File: config.mk
export PLATFORM = sky130hd
export DESIGN_NAME = osc_source_select
export DESIGN_NICKNAME = d
export VERILOG_FILES = /design/src/hdl/osc_select_pkg.sv /design/src/hdl/pin_sync.sv /design/src/hdl/tick_divider.sv /design/src/hdl/osc_source_select.sv
export SDC_FILE = /design/constraint.sdc
export NUM_CORES = 1
export LEC_CHECK = 0
export BUFFER_PORTS_ARGS = -buffer_cell sky130_fd_sc_hd__buf_2
export CAP_MARGIN = 20
export CORE_ASPECT_RATIO = 1.5
export CORE_MARGIN = 1.5
export CORE_UTILIZATION = 55
export DETAILED_ROUTE_END_ITERATION = 7
export PLACE_DENSITY = 0.79
export SYNTH_ARGS = -nofsm -noshare
export SYNTH_HDL_FRONTEND = slang
export SYNTH_SLANG_ARGS = --single-unit
File: constraint.sdc
create_clock -name CLOCK_IN -period 7.5 [get_ports CLOCK_IN]
set_input_delay 1.125 -clock CLOCK_IN [delete_from_list [all_inputs] [get_ports CLOCK_IN]]
set_output_delay 1.125 -clock CLOCK_IN [all_outputs]
set_load 0.02 [all_outputs]
File: src/hdl/osc_select_pkg.sv
/*
 * Shared constants, codes and carrier types for the system clock
 * source selector: clock rate, derived cycle counts, source and
 * external-mode encodings, register map and interrupt bit layout.
 * Assumes a single 50 MHz block clock that stands for the internal
 * fast source output.
 */
`default_nettype none

package osc_select_pkg;

	// ------------------------------------------------------------
	// clock and derived timing
	// ------------------------------------------------------------
	localparam int CLK_HZ = 50_000_000;
	localparam int CLK_PERIOD_NS = 1_000_000_000 / CLK_HZ;
	localparam int MID_FAST_HZ = 500_000;
	localparam int MID_SLOW_HZ = 32_000;
	localparam int SLOW_HZ = 31_000;
	localparam int MID_FAST_DIV = CLK_HZ / MID_FAST_HZ;
	localparam int MID_SLOW_DIV = CLK_HZ / MID_SLOW_HZ;
	localparam int SLOW_DIV = CLK_HZ / SLOW_HZ;
	localparam int STARTUP_EDGES = 1024;
	localparam int HALT_TIME_NS = 2000;
	localparam int FAIL_TIME_NS = 64000;
	localparam int HALT_CYCLES =
		(HALT_TIME_NS + CLK_PERIOD_NS - 1) / CLK_PERIOD_NS;
	localparam int FAIL_CYCLES =
		(FAIL_TIME_NS + CLK_PERIOD_NS - 1) / CLK_PERIOD_NS;
	localparam int IDLE_W = 12;
	localparam int START_W = 11;
	localparam int SYS_CNT_W = 9;

	// ------------------------------------------------------------
	// source and mode codes
	// ------------------------------------------------------------
	localparam logic [2:0] SRC_FAST_32M = 3'h0;
	localparam logic [2:0] SRC_FAST_PLL2 = 3'h1;
	localparam logic [2:0] SRC_EXT_PLL4 = 3'h2;
	localparam logic [2:0] SRC_SECONDARY = 3'h4;
	localparam logic [2:0] SRC_SLOW = 3'h5;
	localparam logic [2:0] SRC_FAST_1M = 3'h6;
	localparam logic [2:0] SRC_EXT = 3'h7;
	localparam logic [2:0] SRC_FALLBACK = SRC_FAST_1M;
	localparam logic [2:0] EXT_LOW_GAIN = 3'h0;
	localparam logic [2:0] EXT_MED_GAIN = 3'h1;
	localparam logic [2:0] EXT_HIGH_GAIN = 3'h2;
	localparam logic [2:0] EXT_CLK_LOW = 3'h5;
	localparam logic [2:0] EXT_CLK_MED = 3'h6;
	localparam logic [2:0] EXT_CLK_HIGH = 3'h7;
	localparam logic [1:0] GAIN_NONE = 2'h0;
	localparam logic [1:0] GAIN_LOW = 2'h1;
	localparam logic [1:0] GAIN_MED = 2'h2;
	localparam logic [1:0] GAIN_HIGH = 2'h3;
	localparam logic [3:0] DIV_MAX_CODE = 4'h9;

	// ------------------------------------------------------------
	// register map
	// ------------------------------------------------------------
	localparam int ADDR_W = 4;
	localparam int DATA_W = 8;
	localparam logic [3:0] ADDR_CTRL = 4'h0;
	localparam logic [3:0] ADDR_STATUS = 4'h1;
	localparam logic [3:0] ADDR_DIV = 4'h2;
	localparam logic [3:0] ADDR_MODE = 4'h3;
	localparam logic [3:0] ADDR_INT_STATUS = 4'h4;
	localparam logic [3:0] ADDR_INT_ENABLE = 4'h5;
	localparam logic [3:0] ADDR_INT_CLEAR = 4'h6;
	localparam int IRQ_SWITCH = 0;
	localparam int IRQ_FAIL = 1;
	localparam int IRQ_STARTUP = 2;
	localparam int IRQ_W = 3;

	// nonvolatile configuration fields
	typedef struct packed {
		logic [2:0] reset_osc_select;
		logic [2:0] external_mode_select;
		logic clock_output_enable;
	} cfg_t;

endpackage

`default_nettype wire

File: src/hdl/pin_sync.sv
/*
 * Two-flop synchroniser for a group of asynchronous levels.
 * Assumes each bit is a level that stays for several clocks.
 */
`timescale 1ns/1ps
`default_nettype none

module pin_sync #(
	parameter int W = 1
) (
	input wire logic clk_in,
	input wire logic rst_in,
	input wire logic [W-1:0] d_in,
	output logic [W-1:0] q_out
);
	logic [W-1:0] meta_q;

	// ------------------------------------------------------------
	// two stages, first read only by second
	// ------------------------------------------------------------
	always_ff @(posedge clk_in or posedge rst_in) begin
		if (rst_in) begin
			meta_q <= '0;
			q_out <= '0;
		end else begin
			meta_q <= d_in;
			q_out <= meta_q;
		end
	end
endmodule // pin_sync

`default_nettype wire

File: src/hdl/tick_divider.sv
/*
 * Fixed ratio divider giving a one-cycle tick every DIV clocks.
 * Assumes DIV of at least two.
 */
`timescale 1ns/1ps
`default_nettype none

module tick_divider #(
	parameter int DIV = 100
) (
	input wire logic clk_in,
	input wire logic rst_in,
	output logic tick_out
);
	localparam int CW = $clog2(DIV);
	localparam logic [CW-1:0] LAST = CW'(DIV - 1);
	logic [CW-1:0] cnt_q;

	// ------------------------------------------------------------
	// free-running count and tick
	// ------------------------------------------------------------
	always_ff @(posedge clk_in or posedge rst_in) begin
		if (rst_in) begin
			cnt_q <= '0;
			tick_out <= 1'b0;
		end else begin
			cnt_q <= (cnt_q == LAST) ? '0 : cnt_q + 1'b1;
			tick_out <= (cnt_q == LAST);
		end
	end

	property p_tick_single;
		@(posedge clk_in) disable iff (rst_in)
		tick_out |=> !tick_out;
	endproperty
	a_tick_single: assert property (p_tick_single)
		else $error("divider tick longer than one cycle");
endmodule // tick_divider

`default_nettype wire

File: src/hdl/osc_source_select.sv
/*
 * System clock source selector: reset choice from configuration,
 * run-time switch requests with divider, crystal start-up count,
 * external clock halt and fail fallback, pin function and gain.
 * Assumes CONFIG_IN is stable from reset release, WAKE_IN is a
 * one-cycle pulse from same-clock sleep logic, and the external
 * pin toggles well below half the block clock rate.
 */
// Chosen here: the placing of the registers and strobed register access.
// Contract
// after any reset the configured reset selection picks the source
// reset choices include slow internal, fast at 1 MHz, fast at 32 MHz
// external mode field plus reset selection give six external modes
// external clock reachable by reset selection or software request
// lost external clock in any external mode falls back to internal
// crystal modes wait 1024 pin cycles after power-on or wake
// logic-level clock modes start with no start-up delay
// stopped external clock halts the block, state kept, then resumes
// in clock modes second pin is general I/O or clock output
// crystal modes choose low, medium or high amplifier gain
// fast internal derives 500 kHz and 32 kHz; slow runs 31 kHz
// code 010 at reset or by request enables the 4x multiplier
// keep current source until new one is ready, then set flag
// selected source divided by software ratio 1:1 to 1:512
// start-up count restarts on reset or wake, holds clock gated
`timescale 1ns/1ps
`default_nettype none

module osc_source_select (
	input wire logic CLOCK_IN,
	input wire logic RST_IN,
	input wire logic WAKE_IN,
	input wire osc_select_pkg::cfg_t CONFIG_IN,
	input wire logic OSC_INPUT_PIN_IN,
	input wire logic FAST_READY_IN,
	input wire logic SLOW_READY_IN,
	input wire logic GPIO_DATA_IN,
	input wire logic GPIO_OE_IN,
	input wire logic [osc_select_pkg::ADDR_W-1:0] ADDR_IN,
	input wire logic [osc_select_pkg::DATA_W-1:0] WDATA_IN,
	input wire logic WR_IN,
	input wire logic RD_IN,
	output logic [osc_select_pkg::DATA_W-1:0] RDATA_OUT,
	output logic IRQ_OUT,
	output logic [2:0] CUR_SOURCE_OUT,
	output logic SYS_RUN_OUT,
	output logic SYS_TICK_OUT,
	output logic MID_FAST_TICK_OUT,
	output logic MID_SLOW_TICK_OUT,
	output logic SLOW_TICK_OUT,
	output logic [1:0] GAIN_OUT,
	output logic PLL4_EN_OUT,
	output logic OSC_OUTPUT_PIN_OUT,
	output logic OSC_OUTPUT_PIN_OE_OUT
);
	import osc_select_pkg::*;

	localparam logic [START_W-1:0] START_LAST = START_W'(STARTUP_EDGES - 1);
	localparam logic [IDLE_W-1:0] IDLE_HALT = IDLE_W'(HALT_CYCLES);
	localparam logic [IDLE_W-1:0] IDLE_FAIL = IDLE_W'(FAIL_CYCLES);

	typedef enum logic {ST_IDLE, ST_WAIT} sw_state_t;

	// ------------------------------------------------------------
	// helper functions
	// ------------------------------------------------------------
	function automatic logic is_ext_src(input logic [2:0] s);
		is_ext_src = (s == SRC_EXT) || (s == SRC_EXT_PLL4);
	endfunction

	function automatic logic is_crystal(input logic [2:0] m);
		is_crystal = (m == EXT_LOW_GAIN) || (m == EXT_MED_GAIN) ||
			(m == EXT_HIGH_GAIN);
	endfunction

	function automatic logic is_ec(input logic [2:0] m);
		is_ec = (m == EXT_CLK_LOW) || (m == EXT_CLK_MED) ||
			(m == EXT_CLK_HIGH);
	endfunction

	function automatic logic [SYS_CNT_W-1:0] div_mask(input logic [3:0] c);
		div_mask = SYS_CNT_W'((10'h001 << c) - 10'h001);
	endfunction

	function automatic logic [3:0] div_clamp(input logic [3:0] c);
		div_clamp = (c > DIV_MAX_CODE) ? DIV_MAX_CODE : c;
	endfunction

	// ------------------------------------------------------------
	// declarations
	// ------------------------------------------------------------
	logic [2:0] async_s;
	logic pin_s, fast_rdy_s, slow_rdy_s, pin_prev_q, pin_rise;
	logic slow_tick;
	logic loaded_q, load_now;
	cfg_t cfg_q;
	logic [2:0] cur_src_q, new_src_q;
	logic [3:0] cur_div_q, new_div_q;
	sw_state_t sw_q;
	logic ready_flag_q;
	logic [START_W-1:0] start_cnt_q;
	logic start_done_q;
	logic [IDLE_W-1:0] idle_q;
	logic ext_active, ext_ok, fail_now, fail_q;
	logic new_ready, switch_done, ctrl_wr;
	logic src_edge, run;
	logic [SYS_CNT_W-1:0] sys_cnt_q;
	logic div_load_q;
	logic clkout_q;
	logic [IRQ_W-1:0] int_stat_q, int_en_q, int_evt, int_stat_d;

	// ------------------------------------------------------------
	// pin and ready synchronisers, derived internal clocks
	// ------------------------------------------------------------
	pin_sync #(.W(3)) u_sync (
		.clk_in(CLOCK_IN),
		.rst_in(RST_IN),
		.d_in({OSC_INPUT_PIN_IN, FAST_READY_IN, SLOW_READY_IN}),
		.q_out(async_s)
	);
	assign pin_s = async_s[2];
	assign fast_rdy_s = async_s[1];
	assign slow_rdy_s = async_s[0];

	// mid clocks derived from the fast internal source
	tick_divider #(.DIV(MID_FAST_DIV)) u_mid_fast (
		.clk_in(CLOCK_IN),
		.rst_in(RST_IN),
		.tick_out(MID_FAST_TICK_OUT)
	);
	tick_divider #(.DIV(MID_SLOW_DIV)) u_mid_slow (
		.clk_in(CLOCK_IN),
		.rst_in(RST_IN),
		.tick_out(MID_SLOW_TICK_OUT)
	);
	tick_divider #(.DIV(SLOW_DIV)) u_slow (
		.clk_in(CLOCK_IN),
		.rst_in(RST_IN),
		.tick_out(slow_tick)
	);
	assign SLOW_TICK_OUT = slow_tick;

	// edge detect on synchronised pin
	always_ff @(posedge CLOCK_IN or posedge RST_IN) begin
		if (RST_IN) begin
			pin_prev_q <= 1'b0;
		end else begin
			pin_prev_q <= pin_s;
		end
	end
	assign pin_rise = pin_s && !pin_prev_q;

	// ------------------------------------------------------------
	// configuration capture after reset release
	// ------------------------------------------------------------
	assign load_now = !loaded_q;

	// fields taken on first edge after release
	always_ff @(posedge CLOCK_IN or posedge RST_IN) begin
		if (RST_IN) begin
			loaded_q <= 1'b0;
			cfg_q <= '0;
		end else if (load_now) begin
			loaded_q <= 1'b1;
			cfg_q <= CONFIG_IN;
		end
	end

	// ------------------------------------------------------------
	// crystal start-up count
	// ------------------------------------------------------------
	always_ff @(posedge CLOCK_IN or posedge RST_IN) begin
		if (RST_IN) begin
			start_cnt_q <= '0;
			start_done_q <= 1'b0;
		end else if (load_now || WAKE_IN) begin
			start_cnt_q <= '0;
			start_done_q <= load_now ?
				!is_crystal(CONFIG_IN.external_mode_select) :
				!is_crystal(cfg_q.external_mode_select);
		end else if (is_crystal(cfg_q.external_mode_select) &&
			!start_done_q && pin_rise) begin
			start_cnt_q <= start_cnt_q + 1'b1;
			start_done_q <= (start_cnt_q == START_LAST);
		end
	end

	// ------------------------------------------------------------
	// activity monitor: halt and fail detection
	// ------------------------------------------------------------
	always_ff @(posedge CLOCK_IN or posedge RST_IN) begin
		if (RST_IN) begin
			idle_q <= '0;
		end else if (load_now || pin_rise) begin
			idle_q <= '0;
		end else if (idle_q != IDLE_FAIL) begin
			idle_q <= idle_q + 1'b1;
		end
	end
	assign ext_active = (idle_q < IDLE_HALT);
	assign ext_ok = start_done_q && ext_active &&
		(is_crystal(cfg_q.external_mode_select) ||
		is_ec(cfg_q.external_mode_select));
	assign fail_now = loaded_q && is_ext_src(cur_src_q) &&
		(idle_q == IDLE_FAIL);

	// ------------------------------------------------------------
	// source request and switch sequencing
	// ------------------------------------------------------------
	assign ctrl_wr = WR_IN && (ADDR_IN == ADDR_CTRL);

	always_comb begin
		if (new_src_q == cur_src_q) begin
			new_ready = 1'b1;
		end else if (is_ext_src(new_src_q)) begin
			new_ready = ext_ok;
		end else if (new_src_q == SRC_SLOW) begin
			new_ready = slow_rdy_s;
		end else if (new_src_q == SRC_SECONDARY) begin
			new_ready = 1'b0;
		end else begin
			new_ready = fast_rdy_s;
		end
	end
	assign switch_done = (sw_q == ST_WAIT) && new_ready && !fail_now;

	// request fields and wait state
	always_ff @(posedge CLOCK_IN or posedge RST_IN) begin
		if (RST_IN) begin
			sw_q <= ST_IDLE;
			new_src_q <= SRC_FAST_32M;
			new_div_q <= '0;
		end else if (load_now) begin
			new_src_q <= CONFIG_IN.reset_osc_select;
			new_div_q <= '0;
		end else if (ctrl_wr) begin
			new_src_q <= WDATA_IN[2:0];
			new_div_q <= div_clamp(WDATA_IN[7:4]);
			sw_q <= ST_WAIT;
		end else begin
			case (sw_q)
				ST_IDLE: sw_q <= ST_IDLE;
				ST_WAIT: begin
					if (switch_done) begin
						sw_q <= ST_IDLE;
					end
				end
				default: sw_q <= ST_IDLE;
			endcase
		end
	end

	// current source: reset choice, fallback, completed switch
	always_ff @(posedge CLOCK_IN or posedge RST_IN) begin
		if (RST_IN) begin
			cur_src_q <= SRC_FAST_32M;
			cur_div_q <= '0;
			fail_q <= 1'b0;
		end else if (load_now) begin
			cur_src_q <= CONFIG_IN.reset_osc_select;
			cur_div_q <= '0;
			fail_q <= 1'b0;
		end else if (fail_now) begin
			cur_src_q <= SRC_FALLBACK;
			fail_q <= 1'b1;
		end else if (switch_done) begin
			cur_src_q <= new_src_q;
			cur_div_q <= new_div_q;
			fail_q <= 1'b0;
		end
	end

	// ready flag: completion wins over clearing write
	always_ff @(posedge CLOCK_IN or posedge RST_IN) begin
		if (RST_IN) begin
			ready_flag_q <= 1'b0;
		end else if (switch_done) begin
			ready_flag_q <= 1'b1;
		end else if (ctrl_wr) begin
			ready_flag_q <= 1'b0;
		end
	end

	// ------------------------------------------------------------
	// system divider and run gate
	// ------------------------------------------------------------
	always_comb begin
		if (is_ext_src(cur_src_q)) begin
			src_edge = pin_rise;
		end else if (cur_src_q == SRC_SLOW) begin
			src_edge = slow_tick;
		end else begin
			src_edge = 1'b1;
		end
	end
	// halt with state kept while external clock is absent
	assign run = loaded_q &&
		(!is_ext_src(cur_src_q) || (start_done_q && ext_active));

	always_ff @(posedge CLOCK_IN or posedge RST_IN) begin
		if (RST_IN) begin
			sys_cnt_q <= '0;
			div_load_q <= 1'b0;
			SYS_TICK_OUT <= 1'b0;
			SYS_RUN_OUT <= 1'b0;
		end else begin
			SYS_RUN_OUT <= run;
			SYS_TICK_OUT <= 1'b0;
			div_load_q <= switch_done;
			// restart the count once a new ratio is in force
			if (div_load_q) begin
				sys_cnt_q <= '0;
			end else if (run && src_edge) begin
				if (sys_cnt_q >= div_mask(cur_div_q)) begin
					sys_cnt_q <= '0;
					SYS_TICK_OUT <= 1'b1;
				end else begin
					sys_cnt_q <= sys_cnt_q + 1'b1;
				end
			end
		end
	end

	// ------------------------------------------------------------
	// pin function, gain and multiplier outputs
	// ------------------------------------------------------------
	always_ff @(posedge CLOCK_IN or posedge RST_IN) begin
		if (RST_IN) begin
			clkout_q <= 1'b0;
			OSC_OUTPUT_PIN_OUT <= 1'b0;
			OSC_OUTPUT_PIN_OE_OUT <= 1'b0;
			GAIN_OUT <= GAIN_NONE;
			PLL4_EN_OUT <= 1'b0;
			CUR_SOURCE_OUT <= SRC_FAST_32M;
		end else begin
			CUR_SOURCE_OUT <= cur_src_q;
			PLL4_EN_OUT <= (cur_src_q == SRC_EXT_PLL4);
			if (SYS_TICK_OUT) begin
				clkout_q <= !clkout_q;
			end
			if (is_crystal(cfg_q.external_mode_select)) begin
				OSC_OUTPUT_PIN_OUT <= 1'b0;
				OSC_OUTPUT_PIN_OE_OUT <= 1'b0;
			end else if (cfg_q.clock_output_enable) begin
				OSC_OUTPUT_PIN_OUT <= clkout_q;
				OSC_OUTPUT_PIN_OE_OUT <= 1'b1;
			end else begin
				OSC_OUTPUT_PIN_OUT <= GPIO_DATA_IN;
				OSC_OUTPUT_PIN_OE_OUT <= GPIO_OE_IN;
			end
			case (cfg_q.external_mode_select)
				EXT_LOW_GAIN: GAIN_OUT <= GAIN_LOW;
				EXT_MED_GAIN: GAIN_OUT <= GAIN_MED;
				EXT_HIGH_GAIN: GAIN_OUT <= GAIN_HIGH;
				default: GAIN_OUT <= GAIN_NONE;
			endcase
		end
	end

	// ------------------------------------------------------------
	// interrupt status, enable and clear
	// ------------------------------------------------------------
	always_comb begin
		int_evt = '0;
		int_evt[IRQ_SWITCH] = switch_done;
		int_evt[IRQ_FAIL] = fail_now;
		int_evt[IRQ_STARTUP] = !load_now && !WAKE_IN && pin_rise &&
			!start_done_q && is_crystal(cfg_q.external_mode_select) &&
			(start_cnt_q == START_LAST);
		int_stat_d = int_stat_q | int_evt;
		if (WR_IN && (ADDR_IN == ADDR_INT_CLEAR)) begin
			int_stat_d = (int_stat_q & ~WDATA_IN[IRQ_W-1:0]) | int_evt;
		end
	end

	always_ff @(posedge CLOCK_IN or posedge RST_IN) begin
		if (RST_IN) begin
			int_stat_q <= '0;
			int_en_q <= '0;
			IRQ_OUT <= 1'b0;
		end else begin
			int_stat_q <= int_stat_d;
			if (WR_IN && (ADDR_IN == ADDR_INT_ENABLE)) begin
				int_en_q <= WDATA_IN[IRQ_W-1:0];
			end
			IRQ_OUT <= |(int_stat_d & int_en_q);
		end
	end

	// ------------------------------------------------------------
	// register read port
	// ------------------------------------------------------------
	always_ff @(posedge CLOCK_IN or posedge RST_IN) begin
		if (RST_IN) begin
			RDATA_OUT <= '0;
		end else if (!RD_IN) begin
			RDATA_OUT <= '0;
		end else if (ADDR_IN == ADDR_CTRL) begin
			RDATA_OUT <= {new_div_q, 1'b0, new_src_q};
		end else if (ADDR_IN == ADDR_STATUS) begin
			RDATA_OUT <= {ext_active, sw_q == ST_WAIT, fail_q,
				start_done_q, ready_flag_q, cur_src_q};
		end else if (ADDR_IN == ADDR_DIV) begin
			RDATA_OUT <= {4'h0, cur_div_q};
		end else if (ADDR_IN == ADDR_MODE) begin
			RDATA_OUT <= {1'b0, cfg_q};
		end else if (ADDR_IN == ADDR_INT_STATUS) begin
			RDATA_OUT <= {5'h00, int_stat_q};
		end else if (ADDR_IN == ADDR_INT_ENABLE) begin
			RDATA_OUT <= {5'h00, int_en_q};
		end else begin
			RDATA_OUT <= '0;
		end
	end

	// ------------------------------------------------------------
	// assertions
	// ------------------------------------------------------------
	property p_reset_source;
		@(posedge CLOCK_IN) disable iff (RST_IN)
		load_now |=> (cur_src_q == $past(CONFIG_IN.reset_osc_select))
			##1 (CUR_SOURCE_OUT == $past(cur_src_q));
	endproperty
	a_reset_source: assert property (p_reset_source)
		else $error("reset source not taken from configuration");

	property p_ec_no_delay;
		@(posedge CLOCK_IN) disable iff (RST_IN)
		(load_now && is_ec(CONFIG_IN.external_mode_select)) |=>
			start_done_q;
	endproperty
	a_ec_no_delay: assert property (p_ec_no_delay)
		else $error("clock mode start-up not immediate");

	property p_startup_count;
		@(posedge CLOCK_IN) disable iff (RST_IN)
		($rose(start_done_q) && !$past(load_now) && !$past(WAKE_IN)) |->
			$past(start_cnt_q) == START_LAST;
	endproperty
	a_startup_count: assert property (p_startup_count)
		else $error("start-up ended at wrong edge count");

	property p_startup_gate;
		@(posedge CLOCK_IN) disable iff (RST_IN)
		(is_ext_src(cur_src_q) && !start_done_q) |=> !SYS_RUN_OUT;
	endproperty
	a_startup_gate: assert property (p_startup_gate)
		else $error("system clock ran before start-up count done");

	property p_fallback;
		@(posedge CLOCK_IN) disable iff (RST_IN)
		fail_now |=> (cur_src_q == SRC_FALLBACK) && fail_q &&
			int_stat_q[IRQ_FAIL];
	endproperty
	a_fallback: assert property (p_fallback)
		else $error("no fallback after external clock loss");

	property p_halt;
		@(posedge CLOCK_IN) disable iff (RST_IN)
		(is_ext_src(cur_src_q) && !ext_active) |=>
			$stable(sys_cnt_q) && !SYS_TICK_OUT;
	endproperty
	a_halt: assert property (p_halt)
		else $error("divider moved while external clock absent");

	property p_clkout_pin;
		@(posedge CLOCK_IN) disable iff (RST_IN)
		(loaded_q && is_ec(cfg_q.external_mode_select) &&
			cfg_q.clock_output_enable) |=> OSC_OUTPUT_PIN_OE_OUT;
	endproperty
	a_clkout_pin: assert property (p_clkout_pin)
		else $error("clock output not driven");

	property p_gain;
		@(posedge CLOCK_IN) disable iff (RST_IN)
		(cfg_q.external_mode_select == EXT_HIGH_GAIN) |=>
			GAIN_OUT == GAIN_HIGH;
	endproperty
	a_gain: assert property (p_gain)
		else $error("high gain mode without high gain");

	property p_pll4;
		@(posedge CLOCK_IN) disable iff (RST_IN)
		(cur_src_q == SRC_EXT_PLL4) |=> PLL4_EN_OUT;
	endproperty
	a_pll4: assert property (p_pll4)
		else $error("multiplier not enabled for code 010");

	property p_hold_old;
		@(posedge CLOCK_IN) disable iff (RST_IN)
		(sw_q == ST_WAIT && !new_ready && !fail_now) |=>
			$stable(cur_src_q) && $stable(cur_div_q);
	endproperty
	a_hold_old: assert property (p_hold_old)
		else $error("source changed before new source ready");

	property p_ready_flag;
		@(posedge CLOCK_IN) disable iff (RST_IN)
		switch_done |=> ready_flag_q && (cur_src_q == $past(new_src_q));
	endproperty
	a_ready_flag: assert property (p_ready_flag)
		else $error("ready flag or source missing after switch");

	property p_div_range;
		@(posedge CLOCK_IN) disable iff (RST_IN)
		(cur_div_q <= DIV_MAX_CODE) &&
			(sys_cnt_q <= div_mask(cur_div_q) || $changed(cur_div_q));
	endproperty
	a_div_range: assert property (p_div_range)
		else $error("divider beyond 1:512 or count past ratio");

	c_switch: cover property (@(posedge CLOCK_IN) disable iff (RST_IN)
		switch_done && is_ext_src(new_src_q));
	c_fail: cover property (@(posedge CLOCK_IN) disable iff (RST_IN)
		fail_now);
	c_startup: cover property (@(posedge CLOCK_IN) disable iff (RST_IN)
		$rose(start_done_q) && !$past(load_now));
	c_irq: cover property (@(posedge CLOCK_IN) disable iff (RST_IN)
		$rose(IRQ_OUT));
endmodule // osc_source_select

`default_nettype wire

==> results.yml, run 1 <==
timing:
  tightest_slew_ns: 1.00
  hold_viol: 0
  timing.slew.headroom_pct: 32.8
  clock_skew_ns: 0.00721
  period_share_pct: 44.6
  fmax_ghz: 0.299
  finalCriticalPeriod_ns: 3.34
  rsz0062_at_grt: "no"
  setup_violations: 0
  tns_ns: 0
  slew_viol_final: 0
critical_path:
  reg2reg_setup_slack_ns: 4.16
  arrival_ns: 3.68
  r2r.worst_path.cells: 11
  cp_max_fo: 10
  r2r-start: "cur_div_q[3]"
  cp_data_required_time_ns: 7.84
  r2r-end: "sys_cnt_q[7]"
  start_kind: "register"
  cp-end-kind: "register"
  criticalPathCategory: "reg2reg"
global_routing:
  grt_max_degree: 83
  first_global_vias: 4564
  antenna_found_initial: 0
  track_usage_pct: 24.0
  grt_pass1_wl_um: 20900
  grt-ovfl-total: 0
yosys:
  synth.area.mux_share_pct: 4.82
  syn_inst: 574
  ys_seq_elements: 124
  synth.distinct_cells: 53
  yosysSeqAreaShare_pct: 52.7
  syn-num-nets: 621
  synth.avg_cell_area_sq_um: 10.3
  syn_area_sq_um: 5890
  synth_top_family_by_area: "simple AND/OR/NAND/NOR gates"
  synth_fa_ha_area_share_pct: 3.83
  yosys.area_share.simple_pct: 19.4
  synth_compound_area_share_pct: 10.3
  yosys_warnings: 0
  synth_xor_area_share_pct: 6.70
  ys.flop_type: "dfrtp_1"
  synth_edf_count: 0
  synthArstFlopShare_pct: 100
floorplan:
  start_util_pct: 56.2
  die_h_um: 130
  die_area_sq_um: 11300
  num_rows: 46
  io_pins: 51
  fp.coreArea_sq_um: 10500
  die_x_um: 87.5
cells_and_area:
  final_common_cell: "dfrtp_1"
  areaGrowthSynthToFinish_pct: 16.7
  multi_input_area_sq_um: 2660
  drive_above_1_share_pct: 15.6
  fin_area_sq_um: 6870
  fillers: 855
  seqCellArea_sq_um: 3100
  layout_common_cells: "dfrtp_1 (124), nor2_1 (74), buf_2 (49), nand2_1 (46), a21oi_1 (35)"
  layout.nets: 675
  num_antenna_cells: 0
clock_tree:
  cts_buffers: 17
  path_clk_slew_ns: 0.05
  post_cts_resized: 0
  cts.sinks: 124
  postCtsHoldBufs: 0
  h-tree-depth: 4
  clockBufferDepth: 2
  clock_latency_ns: 0.41
  post_cts_buffers: 0
  root_buffer: "clkbuf_16"
  tritoncts: "yes"
pwr:
  vdd_ir_drop_max_mv: 0.183
  power_leakage_uw: 0.00306
  powerDensity_nw_per_um2: 251
min_path:
  hold_start: "u_sync.meta_q[2]"
  holdPathStages: 0
  min_path_type: "reg2reg"
  whs_endpoint: "u_sync.q_out[2]"
status:
  outcome: "finished clean"
detailed_routing:
  num_vias: 4447
  detail_route.first_pass.iterations: 4
  wl_um: 12300
  routed_via_density: 5.66
  drtIter0Drc: 305
  route.detailed.drc: 0
  drtAntennaViolNets: 0
  wl_per_cell_um: 15.6
placement:
  dp_hpwl_um: 8520
  postPlaceCellArea_sq_um: 6250
  gp_congestion: 0.895
  io_buffers: 49
flow_run:
  cap_violations: 0
## state kept, by name, summed over array words and instances, names as in the netlist, 4 cells and up
name,count
sys_cnt_q,9
idle_q,12
cfg_q,7
u_slow.cnt_q,11
u_mid_fast.cnt_q,7
new_div_q,4
u_mid_slow.cnt_q,11
cur_div_q,4
RDATA_OUT,8
start_cnt_q,11
## layer usage
metal | up-vias | global-route usage [%] | routed length (um)
li1 | 2123 | - | -
met1 | 2178 | 27.2 | 4910
met2 | 114 | 41.7 | 6420
met3 | 32 | 6.26 | 549
met4 | 0 | 11.5 | 376
met5 | - | 0 | 0
## area by class of cell
cell class | count | area share, %
clock buffers | 26 | 7.41
clock inverters | 6 | 1.20
inverters | 16 | 0.910
multi-input cells | 418 | 38.6
flip-flops and latches | 124 | 45.1
well taps | 144 | 2.62
repair buffers | 51 | 4.08
## per-stage QoR
| step | setup WS, ns | util (%) | power, uW | instances | hold slack [ns] |
|---|---|---|---|---|---|
| 2_1_floorplan | 3.08 | - | 871 | 574 | 0.331 |
| 3_3_place_gp | 4.26 | 59.7 | 918 | 752 | 0.336 |
| 3_5_place_dp | 4.17 | 59.7 | 924 | 752 | 0.339 |
| 4_1_cts | 4.15 | 65.3 | 1730 | 784 | 0.357 |
| 5_1_grt | 3.84 | 65.6 | 1790 | 785 | 0.364 |
| 6_report | 4.16 | 65.6 | 1720 | 785 | 0.353 |
## logic make-up after synthesis
family	count (synthesis)
AND/OR/NAND/NOR	229
adder cells (fa/ha/maj)	18
multiplexers	27
flip-flops	124
other	1
buffers and inverters	32
XOR/XNOR	45
AO/OA/AOI/OAI	98
## synth_stat cells (all sizes together), types with 3 or more instances
library cell | count | area share (%)
buf | 3 | 0.34
clkbuf | 13 | 0.83
or3 | 6 | 0.64
nor3b | 4 | 0.51
mux2i | 16 | 2.7
nand2 | 46 | 2.9
dfrtp | 124 | 53
and3 | 7 | 0.74
o21ai | 31 | 2.6
nor2 | 74 | 4.7
nand4b | 5 | 0.74
ha | 18 | 3.8
inv | 15 | 0.96
a211oi | 4 | 0.60
nor2b | 6 | 0.64
xor2 | 26 | 3.9
xnor2 | 19 | 2.8
a21o | 5 | 0.64
a31oi | 3 | 0.32
nand3b | 5 | 0.64
nor3 | 13 | 1.2
nor4 | 6 | 0.74
mux2 | 11 | 2.1
o211ai | 5 | 0.64
nand3 | 31 | 2.6
nand4 | 10 | 1.3
o31ai | 3 | 0.38
nand2b | 6 | 0.64
a21oi | 35 | 3.0
## critical path, cell delays in order, from the launching register on
cell and delay (ns):
dfrtp_1 0.45, nor2_1 0.27, nand3b_1 0.12, ha_1 0.26, a21o_1 0.19, a32oi_1 0.21
ha_1 0.29, a21oi_1 0.12, o21ai_0 0.10, nor3_1 0.82, o21bai_1 0.25, a21oi_1 0.18
## worst max-delay path by stage
stage	startpoint	endpoint	slack [ns]	cells past startpoint
detailed placement	cur_div_q[3]	sys_cnt_q[7]	4.17	12
global placement	cur_div_q[3]	sys_cnt_q[7]	4.26	11
global route	cur_div_q[2]	sys_cnt_q[7]	3.84	12
floorplan	RST_IN	CUR_SOURCE_OUT[0]	3.08	1
CTS	cur_div_q[3]	sys_cnt_q[7]	4.15	12
finish	cur_div_q[3]	sys_cnt_q[7]	4.16	11
## power breakdown
group          internal [uW]  switching (uW)
clock network            531             275
registers                711            39.6
logic                   67.3            98.5
total                   1310             413
Power figures use the tool's default switching activity.
==> run 2: changes to the inputs <==
==> constraint.sdc (replaced) <==
create_clock -name CLOCK_IN -period 3.1 [get_ports CLOCK_IN]
set_input_delay 0.465 -clock CLOCK_IN [delete_from_list [all_inputs] [get_ports CLOCK_IN]]
set_output_delay 0.465 -clock CLOCK_IN [all_outputs]
set_load 0.02 [all_outputs]
==> run 2 against run 1 <==
Net effect: sequential power rose by 140%; die area stayed put; combinational power rose by 150%; clock power grew 140%; final cell count up 0.51%; core utilization up 0.19 points; routed wire length grew 2.6%; setup slack lost 3.9 ns; non-clock buffer count rose by 4.
==> results.yml, run 2 (synthesis results as in run 1) <==
detailed_routing:
  met1Wirelength_um: 4910
  wl_per_cell_um: 15.9
  routed_via_density: 5.76
  wl_um: 12600
  drtAntennaViolNets: 0
  dr_wl_met3_um: 652
  met2_length_um: 6660
  detail_route.first_pass.iterations: 5
  num_vias: 4542
  top_layer: "met4"
  route.detailed.drc: 0
  drtIter0Drc: 298
cells_and_area:
  largest-register: "idle_q"
  layout.nets: 679
  final_cells: 789
  drive_above_1_share_pct: 15.8
  areaGrowthSynthToFinish_pct: 17.1
  layout_common_cells: "dfrtp_1 (124), nor2_1 (74), buf_2 (49), nand2_1 (46), a21oi_1 (35)"
  largest_register_ffs: 12
  num_antenna_cells: 0
  final_common_cell: "dfrtp_1"
global_routing:
  grt_pass1_wl_um: 21200
  track_usage_pct: 24.6
  grt_max_degree: 66
  grt-ovfl-total: 0
  antenna_found_initial: 0
  first_global_vias: 4561
clock_tree:
  post_cts_buffers: 0
  clockBufferDepth: 2
  tritoncts: "yes"
  cts.sinks: 124
  h-tree-depth: 4
  cts_buffers: 17
  post_cts_resized: 0
  postCtsHoldBufs: 1
  clock_latency_ns: 0.41
  path_clk_slew_ns: 0.05
  root_buffer: "clkbuf_16"
critical_path:
  criticalPathCategory: "reg2reg"
  critPathMaxStageDelay_ns: 0.46
  cp_data_required_time_ns: 3.38
  cp-end-kind: "register"
  start_kind: "register"
  path_cells: "nor2_1 > nand3b_1 > ha_1 > nor3_1 > a21o_1 > a32oi_1 > ha_1 > nand4_1 > a211oi_1 > nor3_1 > buf_4 > o21bai_1 > nor2_1"
  arrival_ns: 3.11
  cp_slowest_cell: "dfrtp_1"
  r2r.worst_path.cells: 13
  cp_max_fo: 10
flow_run:
  cap_violations: 0
pwr:
  p_switching_uw: 998
  p_seq_share_pct: 44.0
  swShare_pct: 24.2
  p_clk_share_pct: 46.0
  p_int_uw: 3130
  total_power_uw: 4130
  vdd_ir_drop_max_mv: 0.536
  power.share.combinational_pct: 10.0
  power_leakage_uw: 0.00307
  powerDensity_nw_per_um2: 599
timing:
  period_share_pct: 91.2
  timing.slew.headroom_pct: 51.8
  tns_ns: 0
  slew_viol_final: 0
  finalCriticalPeriod_ns: 2.83
  whs_ns: 0.160
  clock_skew_ns: 0.00443
  setup_violations: 0
  hold_viol: 0
  tightest_slew_ns: 0.716
  fmax_ghz: 0.354
  rsz0062_at_grt: "no"
floorplan:
  io_pins: 51
  start_util_pct: 56.2
  num_rows: 46
  die_h_um: 130
  fp.coreArea_sq_um: 10500
  die_area_sq_um: 11300
  die_x_um: 87.5
placement:
  gp_congestion: 0.855
  placedCellCount: 756
  io_buffers: 49
  dp_hpwl_um: 8600
status:
  outcome: "finished clean"
min_path:
  min_path_type: "in2reg"
  holdPathStages: 1
## run 2: final timing paths
| kind | startpoint | endpoint | slack (ns) |
|---|---|---|---|
| setup / recovery | cur_div_q[2] | sys_cnt_q[6] | 0.27 |
| hold / removal | OSC_INPUT_PIN_IN | u_sync.meta_q[2] | 0.16 |
| setup reg to reg | cur_div_q[2] | sys_cnt_q[6] | 0.27 |
| hold reg to reg | u_sync.meta_q[2] | u_sync.q_out[2] | 0.36 |
| max in group asynchronous | RST_IN | u_mid_fast.tick_out | 1.99 |
| min in group asynchronous | RST_IN | u_mid_slow.cnt_q[4] | 0.54 |
## run 2: power by group through the flow
stage | combinational (uW) | sequential [uW] | clock [uW]
floorplan | 273 | 1830 | 0
global route | 457 | 1830 | 2010
detailed placement | 411 | 1840 | 0
CTS | 416 | 1810 | 1930
finish | 412 | 1820 | 1900
global placement | 400 | 1830 | 0
## run 2: per-stage QoR
step	util, %	setup slack (ns)	instance area (sq um)
floorplan	-	0.318	5890
global placement	60.2	0.409	6310
detailed placement	60.2	0.318	6310
CTS	65.8	0.295	6890
global route	65.8	0.0240	6890
finish	65.8	0.274	6890
## run 2: worst max-delay path: cells and delay by family (launching register included)
kind	cells	cell delay, ns
buffers and inverters	1	0.17
AO/OA/AOI/OAI	4	0.67
flip-flops	1	0.46
adder cells (fa/ha/maj)	2	0.59
AND/OR/NAND/NOR	6	0.82
## run 2: per-layer routing
layer  vias up  track usage (%)
met5         -                0
met4         0             11.2
met3        40             6.96
met2       143             43.0
met1      2223             27.4
li1       2136                -
## run 2: layout make-up
type | instances | area (sq um)
clock buffer | 25 | 485
clock inverter | 7 | 87.6
fill | 825 | 3580
inverter | 16 | 63.8
multi-input combinational | 418 | 2660
sequential | 124 | 3100
tap | 144 | 180
timing repair buffer | 55 | 318
